**config.mk**
```make
export PLATFORM = sky130hd
export DESIGN_NAME = hsd_endpoint
export DESIGN_NICKNAME = d
export VERILOG_FILES = /design/src/design/hsd_pkg.sv /design/src/design/hsd_dma.sv /design/src/design/hsd_endpoint.sv
export VERILOG_INCLUDE_DIRS = /design/src /design/src/design
export SDC_FILE = /design/constraint.sdc
export NUM_CORES = 1
export LEC_CHECK = 0
export BUFFER_PORTS_ARGS = -buffer_cell sky130_fd_sc_hd__buf_2
export CAP_MARGIN = 40
export CELL_PAD_IN_SITES_DETAIL_PLACEMENT = 0
export CELL_PAD_IN_SITES_GLOBAL_PLACEMENT = 2
export CORE_ASPECT_RATIO = 1.75
export CORE_MARGIN = 2
export CORE_UTILIZATION = 31
export CTS_CLUSTER_DIAMETER = 40
export DETAILED_ROUTE_END_ITERATION = 16
export GPL_ROUTABILITY_DRIVEN = 0
export PLACE_DENSITY_LB_ADDON = 0.1
export SYNTH_ARGS = -nofsm -noshare
export SYNTH_HDL_FRONTEND = slang
export SYNTH_SLANG_ARGS = --single-unit
```
**constraint.sdc**
```tcl
create_clock -name ref_clk_i -period 5.4 [get_ports ref_clk_i]
set_input_delay 0.54 -clock ref_clk_i [delete_from_list [all_inputs] [get_ports ref_clk_i]]
set_output_delay 0.54 -clock ref_clk_i [all_outputs]
set_load 0.02 [all_outputs]
```
**src/design/hsd_defs.svh**
```systemverilog
`ifndef HSD_DEFS_SVH
`define HSD_DEFS_SVH

// =====================================================================
// Widths and counts
`define HSD_LEN_W      11
`define HSD_ADDR_W     32
`define HSD_BANK_MAX   3
`define HSD_CNT_W      2
`define HSD_ALIGN_BITS 4

// =====================================================================
// Reset values
`define HSD_LEN_ZERO   11'h000
`define HSD_CNT_ZERO   2'h0
`define HSD_CNT_ONE    2'h1
`define HSD_ADDR_ZERO  32'h0000_0000

`endif

```
**src/design/hsd_pkg.sv**
```systemverilog
`include "hsd_defs.svh"

package hsd_pkg;

  // ===================================================================
  // Enumerations
  typedef enum logic [2:0] {HSD_TOK_NONE, HSD_TOK_SETUP, HSD_TOK_OUT, HSD_TOK_IN, HSD_TOK_PING} hsd_tok_e;
  typedef enum logic [2:0] {HSD_HS_NONE, HSD_HS_ACK, HSD_HS_NAK, HSD_HS_NYET, HSD_HS_STALL, HSD_HS_DATA} hsd_hs_e;
  typedef enum logic [1:0] {HSD_EP_CTRL, HSD_EP_BULK, HSD_EP_INTR, HSD_EP_ISO} hsd_ep_e;

  // ===================================================================
  // Carriers
  typedef struct packed {
    logic                   vld;
    hsd_tok_e               kind;
    logic                   status;
    logic [`HSD_LEN_W-1:0]  len;
  } hsd_tok_s;

  typedef struct packed {
    hsd_hs_e                code;
    logic [`HSD_LEN_W-1:0]  len;
  } hsd_ans_s;

  typedef struct packed {
    logic setup;
    logic tx_ready;
    logic bank_free;
    logic iso_err;
  } hsd_irq_s;

  typedef struct packed {
    logic [`HSD_ADDR_W-1:0] next;
    logic [`HSD_ADDR_W-1:0] addr;
    logic [`HSD_LEN_W-1:0]  len;
    logic                   load_next;
    logic                   run;
    logic                   end_irq_en;
  } hsd_desc_s;

endpackage : hsd_pkg

```
**src/design/hsd_dma.sv**
```systemverilog
`include "hsd_defs.svh"

module hsd_dma #(
  parameter int LW = `HSD_LEN_W,
  parameter int AW = `HSD_ADDR_W
) (
  // Clock and reset.
  input  wire logic               ref_clk_i,
  input  wire logic               rst_i,
  // Channel control.
  input  wire hsd_pkg::hsd_desc_s ctl_i,
  input  wire logic               ctl_wr_i,
  input  wire logic               allowed_i,
  input  wire logic               halt_i,
  // Descriptor fetch and data beats.
  output logic                    fetch_req_o,
  output logic [AW-1:0]           fetch_addr_o,
  input  wire logic               fetch_ack_i,
  input  wire hsd_pkg::hsd_desc_s fetch_data_i,
  output logic                    beat_req_o,
  output logic [AW-1:0]           beat_addr_o,
  input  wire logic               beat_ack_i,
  // Status.
  output logic [LW-1:0]           remain_o,
  output logic                    done_o,
  output logic                    end_irq_o
);

  typedef enum logic [1:0] {HSD_DMA_IDLE, HSD_DMA_FETCH, HSD_DMA_MOVE} hsd_dma_e;

  hsd_dma_e           state_r;
  hsd_pkg::hsd_desc_s cur_r;

  // =====================================================================
  // Channel sequencer: optional descriptor fetch, then byte beats.
  always_ff @(posedge ref_clk_i) begin
    if (rst_i) begin
      state_r   <= HSD_DMA_IDLE;
      cur_r     <= '0;
      remain_o  <= `HSD_LEN_ZERO;
      done_o    <= 1'b0;
      end_irq_o <= 1'b0;
    end else begin
      end_irq_o <= 1'b0;
      if (halt_i || !allowed_i) begin
        state_r <= HSD_DMA_IDLE;
      end else if (ctl_wr_i) begin
        cur_r    <= ctl_i;
        remain_o <= ctl_i.len;
        done_o   <= 1'b0;
        if (ctl_i.load_next) begin
          state_r <= HSD_DMA_FETCH;
        end else if (ctl_i.run) begin
          state_r <= HSD_DMA_MOVE;
        end else begin
          state_r <= HSD_DMA_IDLE;
        end
      end else begin
        case (state_r)
          HSD_DMA_FETCH: begin
            if (fetch_ack_i) begin
              cur_r    <= fetch_data_i;
              remain_o <= fetch_data_i.len;
              state_r  <= fetch_data_i.run ? HSD_DMA_MOVE : HSD_DMA_IDLE;
            end
          end
          HSD_DMA_MOVE: begin
            if (remain_o == `HSD_LEN_ZERO) begin
              // Completion status is written in the same cycle as chaining on.
              done_o    <= 1'b1;
              end_irq_o <= cur_r.end_irq_en;
              state_r   <= cur_r.load_next ? HSD_DMA_FETCH : HSD_DMA_IDLE;
            end else if (beat_ack_i) begin
              remain_o   <= remain_o - LW'(1);
              cur_r.addr <= cur_r.addr + AW'(1);
            end
          end
          default: state_r <= HSD_DMA_IDLE;
        endcase
      end
    end
  end

  // =====================================================================
  // Bus requests are registered so the master sees clean levels.
  always_ff @(posedge ref_clk_i) begin
    if (rst_i) begin
      fetch_req_o  <= 1'b0;
      fetch_addr_o <= `HSD_ADDR_ZERO;
      beat_req_o   <= 1'b0;
      beat_addr_o  <= `HSD_ADDR_ZERO;
    end else begin
      fetch_req_o  <= (state_r == HSD_DMA_FETCH) && !fetch_ack_i && !halt_i;
      // Low bits are forced to zero: descriptors must sit aligned.
      fetch_addr_o <= {cur_r.next[AW-1:`HSD_ALIGN_BITS], `HSD_ALIGN_BITS'(0)};
      beat_req_o   <= (state_r == HSD_DMA_MOVE) && (remain_o != `HSD_LEN_ZERO) && !halt_i;
      beat_addr_o  <= cur_r.addr;
    end
  end
endmodule : hsd_dma

```
**src/design/hsd_endpoint.sv**
```systemverilog
// Contract
// - Setup data held; others refused until cleared.
// - Valid setup: ACK, store, flag, count.
// - Interrupt follows setup flag when enabled.
// - Setup token clears stall-sent, still accepted.
// - Hardware NYET/ACK/PING; disable forces NAK.
// - NYET means accepted but no room.
// - Interrupt when a new packet fits.
// - Auto validation on last bank byte; not done on iso endpoints.
// - Interrupt once all banks free.
// - Ready with no payload sends ZLP.
// - DMA for all but control endpoints.
// - Buffer-end interrupt when count hits zero.
// - Aligned descriptor fetched before buffer.
// - Chained descriptors, status on completion.
// - Enabled interrupt halts DMA when asked.
// - First status-stage token gets NAK.
// - Iso IN empty: silence, underflow flag.
`include "hsd_defs.svh"

module hsd_endpoint #(
  parameter int LW = `HSD_LEN_W,
  parameter int AW = `HSD_ADDR_W,
  parameter int NB = `HSD_BANK_MAX
) (
  // Clock and reset.
  input  wire logic               ref_clk_i,
  input  wire logic               rst_i,
  // Link side: tokens and answers.
  input  wire hsd_pkg::hsd_tok_s  tok_i,
  output hsd_pkg::hsd_ans_s       ans_o,
  // Endpoint configuration.
  input  wire hsd_pkg::hsd_ep_e   ep_type_i,
  input  wire logic [1:0]         bank_num_i,
  input  wire logic [LW-1:0]      bank_size_i,
  input  wire logic               nyet_disable_i,
  input  wire logic               auto_valid_i,
  input  wire logic               stall_req_i,
  input  wire logic               irq_halts_dma_i,
  input  wire hsd_pkg::hsd_irq_s  irq_en_i,
  // Software strobes.
  input  wire logic               setup_clear_i,
  input  wire logic               stall_clear_i,
  input  wire logic               iso_err_clear_i,
  input  wire logic               tx_ready_set_i,
  input  wire logic               buf_wr_i,
  input  wire logic               rx_bank_release_i,
  // Status.
  output logic                    setup_flag_o,
  output logic                    stall_sent_flag_o,
  output logic                    tx_packet_ready_o,
  output logic                    rx_bank_ready_o,
  output logic                    iso_underflow_error_o,
  output logic [1:0]              busy_bank_count_o,
  output logic [LW-1:0]           byte_count_o,
  output logic                    ep_irq_o,
  // DMA channel.
  input  wire hsd_pkg::hsd_desc_s dma_ctl_i,
  input  wire logic               dma_ctl_wr_i,
  output logic                    dma_fetch_req_o,
  output logic [AW-1:0]           dma_fetch_addr_o,
  input  wire logic               dma_fetch_ack_i,
  input  wire hsd_pkg::hsd_desc_s dma_fetch_data_i,
  output logic                    dma_beat_req_o,
  output logic [AW-1:0]           dma_beat_addr_o,
  input  wire logic               dma_beat_ack_i,
  output logic [LW-1:0]           dma_remain_o,
  output logic                    dma_done_o,
  output logic                    dma_end_irq_o
);

  // =====================================================================
  // Bank bookkeeping
  logic [LW-1:0] bank_len_r [NB];
  logic [1:0]    wr_idx_r;
  logic [1:0]    rd_idx_r;
  logic [LW-1:0] wr_cnt_r;
  logic          status_nak_done_r;
  hsd_pkg::hsd_irq_s irq_raw;

  // Wraps a bank index at the configured bank count.
  function automatic logic [1:0] next_idx(input logic [1:0] idx, input logic [1:0] num);
    next_idx = (idx + 2'h1 >= num) ? 2'h0 : idx + 2'h1;
  endfunction : next_idx

  // =====================================================================
  // Token decode (same clock as the link logic, no synchroniser).
  logic   is_iso;
  logic   room;
  logic   full_after;
  logic   tok_setup;
  logic   tok_out;
  logic   tok_in;
  logic   tok_ping;
  logic   any_buf_wr;
  logic   auto_fill;
  logic   sw_valid;
  logic   out_take;
  logic   in_send;
  logic   iso_miss;
  logic   status_nak;
  logic   dma_beat_wr;

  assign is_iso      = (ep_type_i == hsd_pkg::HSD_EP_ISO);
  assign room        = (busy_bank_count_o < bank_num_i);
  assign full_after  = (busy_bank_count_o + 2'h1 >= bank_num_i);
  assign tok_setup   = tok_i.vld && (tok_i.kind == hsd_pkg::HSD_TOK_SETUP);
  assign tok_out     = tok_i.vld && (tok_i.kind == hsd_pkg::HSD_TOK_OUT);
  assign tok_in      = tok_i.vld && (tok_i.kind == hsd_pkg::HSD_TOK_IN);
  assign tok_ping    = tok_i.vld && (tok_i.kind == hsd_pkg::HSD_TOK_PING);
  // The status-stage NAK applies to every endpoint type except isochronous.
  assign status_nak  = tok_i.vld && tok_i.status && !status_nak_done_r && !is_iso && !setup_flag_o;
  assign dma_beat_wr = dma_beat_req_o && dma_beat_ack_i;
  assign any_buf_wr  = (buf_wr_i || dma_beat_wr) && room;
  // Auto validation is refused on iso endpoints since banks do not ping-pong there.
  assign auto_fill   = any_buf_wr && auto_valid_i && !is_iso && (wr_cnt_r + LW'(1) == bank_size_i);
  assign sw_valid    = tx_ready_set_i && room;
  assign out_take    = tok_out && !setup_flag_o && !status_nak && !stall_req_i && room;
  assign in_send     = tok_in && !setup_flag_o && !status_nak && !stall_req_i && (busy_bank_count_o != 2'h0);
  assign iso_miss    = tok_in && is_iso && (busy_bank_count_o == 2'h0);

  // =====================================================================
  // Handshake answer, one cycle after the token.
  always_ff @(posedge ref_clk_i) begin
    if (rst_i) begin
      ans_o <= '0;
    end else begin
      ans_o.len  <= `HSD_LEN_ZERO;
      ans_o.code <= hsd_pkg::HSD_HS_NONE;
      if (tok_setup) begin
        // A setup is refused only while the previous one is unread.
        ans_o.code <= setup_flag_o ? hsd_pkg::HSD_HS_NONE : hsd_pkg::HSD_HS_ACK;
      end else if (tok_i.vld && setup_flag_o) begin
        ans_o.code <= hsd_pkg::HSD_HS_NAK;
      end else if (status_nak) begin
        ans_o.code <= hsd_pkg::HSD_HS_NAK;
      end else if (tok_i.vld && stall_req_i && !is_iso) begin
        ans_o.code <= hsd_pkg::HSD_HS_STALL;
      end else if (iso_miss) begin
        ans_o.code <= hsd_pkg::HSD_HS_NONE;
      end else if (in_send) begin
        ans_o.code <= hsd_pkg::HSD_HS_DATA;
        ans_o.len  <= bank_len_r[rd_idx_r];
      end else if (tok_in) begin
        ans_o.code <= hsd_pkg::HSD_HS_NAK;
      end else if (tok_ping) begin
        ans_o.code <= room ? hsd_pkg::HSD_HS_ACK : hsd_pkg::HSD_HS_NAK;
      end else if (tok_out) begin
        if (!room || is_iso) begin
          ans_o.code <= room ? hsd_pkg::HSD_HS_NONE : hsd_pkg::HSD_HS_NAK;
        end else if (full_after && ep_type_i == hsd_pkg::HSD_EP_BULK) begin
          ans_o.code <= nyet_disable_i ? hsd_pkg::HSD_HS_NAK : hsd_pkg::HSD_HS_NYET;
        end else begin
          ans_o.code <= hsd_pkg::HSD_HS_ACK;
        end
      end
    end
  end

  // =====================================================================
  // Setup and stall flags; a hardware set beats a software clear.
  always_ff @(posedge ref_clk_i) begin
    if (rst_i) begin
      setup_flag_o      <= 1'b0;
      stall_sent_flag_o <= 1'b0;
      byte_count_o      <= `HSD_LEN_ZERO;
      status_nak_done_r <= 1'b0;
    end else begin
      if (tok_setup && !setup_flag_o) begin
        setup_flag_o      <= 1'b1;
        byte_count_o      <= tok_i.len;
        stall_sent_flag_o <= 1'b0;
        status_nak_done_r <= 1'b0;
      end else begin
        if (setup_clear_i) begin
          setup_flag_o <= 1'b0;
        end
        if (tok_i.vld && stall_req_i && !is_iso && !setup_flag_o && !status_nak) begin
          stall_sent_flag_o <= 1'b1;
        end else if (stall_clear_i) begin
          stall_sent_flag_o <= 1'b0;
        end
        if (status_nak) begin
          status_nak_done_r <= 1'b1;
        end
        if (out_take) begin
          byte_count_o <= tok_i.len;
        end
      end
    end
  end

  // =====================================================================
  // Bank queue: fill by writes, OUT data or validation; drain by IN or release.
  logic inc;
  logic dec;
  assign inc = out_take || auto_fill || (sw_valid && !auto_fill);
  assign dec = in_send || (rx_bank_release_i && busy_bank_count_o != 2'h0);

  always_ff @(posedge ref_clk_i) begin
    if (rst_i) begin
      busy_bank_count_o <= `HSD_CNT_ZERO;
      wr_idx_r          <= `HSD_CNT_ZERO;
      rd_idx_r          <= `HSD_CNT_ZERO;
      wr_cnt_r          <= `HSD_LEN_ZERO;
      for (int i = 0; i < NB; i++) begin
        bank_len_r[i] <= `HSD_LEN_ZERO;
      end
    end else begin
      busy_bank_count_o <= busy_bank_count_o + (inc ? 2'h1 : 2'h0) - (dec ? 2'h1 : 2'h0);
      if (inc) begin
        wr_idx_r <= next_idx(wr_idx_r, bank_num_i);
      end
      if (dec) begin
        rd_idx_r <= next_idx(rd_idx_r, bank_num_i);
      end
      if (out_take) begin
        bank_len_r[wr_idx_r] <= tok_i.len;
      end else if (auto_fill) begin
        bank_len_r[wr_idx_r] <= bank_size_i;
        wr_cnt_r             <= `HSD_LEN_ZERO;
      end else if (sw_valid) begin
        // A tail left by the writer is sent as a short packet, or a ZLP.
        bank_len_r[wr_idx_r] <= wr_cnt_r + (any_buf_wr ? LW'(1) : LW'(0));
        wr_cnt_r             <= `HSD_LEN_ZERO;
      end else if (any_buf_wr) begin
        wr_cnt_r <= wr_cnt_r + LW'(1);
      end
    end
  end

  // =====================================================================
  // Status flags and the endpoint interrupt.
  assign irq_raw.setup     = setup_flag_o;
  assign irq_raw.tx_ready  = (busy_bank_count_o < bank_num_i);
  assign irq_raw.bank_free = (busy_bank_count_o == 2'h0);
  assign irq_raw.iso_err   = iso_underflow_error_o;

  always_ff @(posedge ref_clk_i) begin
    if (rst_i) begin
      iso_underflow_error_o <= 1'b0;
      tx_packet_ready_o     <= 1'b0;
      rx_bank_ready_o       <= 1'b0;
      ep_irq_o              <= 1'b0;
    end else begin
      if (iso_miss) begin
        iso_underflow_error_o <= 1'b1;
      end else if (iso_err_clear_i) begin
        iso_underflow_error_o <= 1'b0;
      end
      tx_packet_ready_o <= (busy_bank_count_o != 2'h0);
      rx_bank_ready_o   <= (busy_bank_count_o != 2'h0);
      ep_irq_o          <= |(irq_raw & irq_en_i);
    end
  end

  // =====================================================================
  // DMA channel, refused on control endpoints.
  hsd_dma #(
    .LW (LW),
    .AW (AW)
  ) u_dma (
    .ref_clk_i    (ref_clk_i),
    .rst_i        (rst_i),
    .ctl_i        (dma_ctl_i),
    .ctl_wr_i     (dma_ctl_wr_i),
    .allowed_i    (ep_type_i != hsd_pkg::HSD_EP_CTRL),
    .halt_i       (irq_halts_dma_i && ep_irq_o),
    .fetch_req_o  (dma_fetch_req_o),
    .fetch_addr_o (dma_fetch_addr_o),
    .fetch_ack_i  (dma_fetch_ack_i),
    .fetch_data_i (dma_fetch_data_i),
    .beat_req_o   (dma_beat_req_o),
    .beat_addr_o  (dma_beat_addr_o),
    .beat_ack_i   (dma_beat_ack_i),
    .remain_o     (dma_remain_o),
    .done_o       (dma_done_o),
    .end_irq_o    (dma_end_irq_o)
  );
endmodule : hsd_endpoint

```
==> impl_metrics.env <==
export IMPL_status="finished clean"
export IMPL_dr_pass1_iters=5
export IMPL_synth_area_leaders="dfxtp_1, edfxtp_1, mux2i_1"
export IMPL_min_path_type="in -> reg"
export IMPL_clkTransAtPathRegs_ps=60
export IMPL_mostFrequentLayoutCells="buf_2, dfxtp_1, nor2_1"
export IMPL_synth_edf_count=44
export IMPL_dp_cells=1913
export IMPL_syn_area_per_cell_sq_um=9.36
export IMPL_synthCells=1205
export IMPL_fmax_mhz=249
export IMPL_max_cap_viol_count=0
export IMPL_post_drt_wl_per_cell_microns=20.2
export IMPL_core_rowCount=92
export IMPL_numCtsBuffers=36
export IMPL_io_pins=318
export IMPL_hpwl_microns=29400
export IMPL_crit_path_end_kind="register"
export IMPL_clockBufferDepth=3
export IMPL_routed_via_density=5.13
export IMPL_fin_util=0.404
export IMPL_cts_setup_buffers=0
export IMPL_clkLatencyLatePin_ps=520
export IMPL_final_nets=1709
export IMPL_synth_seq_cells=231
export IMPL_synth_top_area_frac=0.332
export IMPL_cts_root_buf="clkbuf_16"
export IMPL_syn_cell_area_sq_um=11300
export IMPL_slew_headroom=0.426
export IMPL_yosysWarnings=0
export IMPL_port_buffer_count=305
export IMPL_p_leak_nw=6.17
export IMPL_layout_drive_gt1_share=0.284
export IMPL_drc_errors=0
export IMPL_powerDensity_nw_per_um2=379
export IMPL_antenna_found_initial=3
export IMPL_yosysTopAreaCell="dfxtp_1"
export IMPL_cts_max_level=2
export IMPL_period_needed_ps=4020
export IMPL_dieHeight_microns=256
export IMPL_synthArstFlopShare=0
export IMPL_grt_start_max_net_pins=85
export IMPL_cts_tree="yes"
export IMPL_final_setup_tns_ps=0
export IMPL_startpoint_type="register"
export IMPL_grt_pass1_wl_microns=60000
export IMPL_fin_ws_ps=1380
export IMPL_cts_resized=0
export IMPL_final_common_cell="buf_2"
export IMPL_finalNonFillerCells=1979
export IMPL_hold_viol=0
export IMPL_wl_microns=40000
export IMPL_dieArea_sq_um=38000
export IMPL_grt_pass1_vias=10200
export IMPL_start_util=0.314
export IMPL_grt_use_total=0.204
export IMPL_synth_seq_area_share=0.449
export IMPL_ant_nets=0
export IMPL_pre_cts_ws_ps=1210
export IMPL_numClockSinks=231
export IMPL_rsz0062_at_grt="false"
export IMPL_syn2layout_area_growth_pct=28.6
export IMPL_drtIter0Drc=402
export IMPL_die_w_microns=148
export IMPL_critPathKind="reg -> reg"
export IMPL_skew_ps=17.8
export IMPL_coreArea_sq_um=35900
export IMPL_place_area_sq_um=13200
export IMPL_fin_area_sq_um=14500
export IMPL_worstPathArrival_ps=4130
export IMPL_postCtsHoldBufs=0
export IMPL_setup_viol=0
export IMPL_ys_types=78
export IMPL_vias=10200
export IMPL_ys_dominant_reg_cell="dfxtp_1"
export IMPL_final_period_utilization=0.745
export IMPL_report_final_slew_viol_count=0
export IMPL_max_slew_worst_pin_slew_ps=861
export IMPL_cp_max_fo=18
export IMPL_ir_drop_uv=227
export IMPL_worstPathRequired_ps=5500
export IMPL_grt_overflow=0
## final cells by class
class | count | area (sq um)
fillers | 3791 | 21400
multi-input cells | 847 | 5720
flip-flops and latches | 231 | 5060
repair buffers | 327 | 1730
clock buffers | 41 | 962
well taps | 470 | 588
clock inverters | 24 | 294
inverters | 38 | 143
diodes | 1 | 2.50
## worst paths after layout
kind                  startpoint          endpoint  slack (ps)  cells after the start
setup / recovery     wr_cnt_r[0]  bank_len_r[0][3]        1380                      9
hold / removal          tok_i[2]   byte_count_o[2]         270                      3
setup reg to reg     wr_cnt_r[0]  bank_len_r[0][3]        1380                      9
hold reg to reg   u_dma.cur_r[0]   u_dma.end_irq_o         450                      2
## power by group
group | internal (W) | switching, W
Sequential | 0.00190 | 0.0000964
Clock | 0.00148 | 0.000952
Combinational | 0.000411 | 0.000666
## metrics by stage
step	hold WS, ps	total power (W)
CTS	247	0.00559
floorplan	427	0.00270
finish	266	0.00550
detailed placement	447	0.00313
global placement	442	0.00310
global route	272	0.00576
## logic make-up after synthesis
kind of cell               synth area share
and+or+nand+nor                       0.187
AOI/OAI and AO/OA                     0.192
DFF                                   0.449
buffers and inverters                0.0483
muxes                                0.0754
xor gates and xnor gates             0.0241
adders and majority gates            0.0244
other                              0.000332
## per-layer routing
metal / part of all wire / global-route usage / vias to the layer above
li1: - / - / 4985
met1: 0.37 / 0.216 / 4789
met2: 0.54 / 0.393 / 303
met3: 0.049 / 0.0354 / 73
met4: 0.035 / 0.0788 / 4
met5: 0.00070 / 0 / -
## sequential cells by signal, summed over array words and instances (netlist names), 11 cells and up
register	cells
ans_o	14
u_dma.fetch_addr_o	28
bank_len_r	44
u_dma.beat_addr_o	32
byte_count_o	11
u_dma.cur_r	62
wr_cnt_r	11
u_dma.remain_o	11
## worst max-delay path, stage by stage, from the launching register on
cell      delay [ps]
dfxtp_1          480
ha_1             330
nand3_1          340
or3_1            510
xnor2_1          180
nor2_1            90
and3_1           250
buf_4            270
o311ai_4         610
nand2_1          550
## Yosys cell counts (11+ instances only)
library cell,number
nand4_1,11
a211oi_1,50
dfxtp_1,187
a21oi_1,52
o21ai_0,67
ha_1,22
a31oi_1,13
mux4_2,11
or3_1,11
a221oi_1,31
nor3_1,31
and3_1,14
nand2_1,66
inv_1,36
xor2_1,15
clkbuf_1,71
nor2_1,127
edfxtp_1,44
nor2b_1,73
mux2i_1,58
xnor2_1,16
a22oi_1,23
nand3_1,28
(Power assumes the default switching activity.)
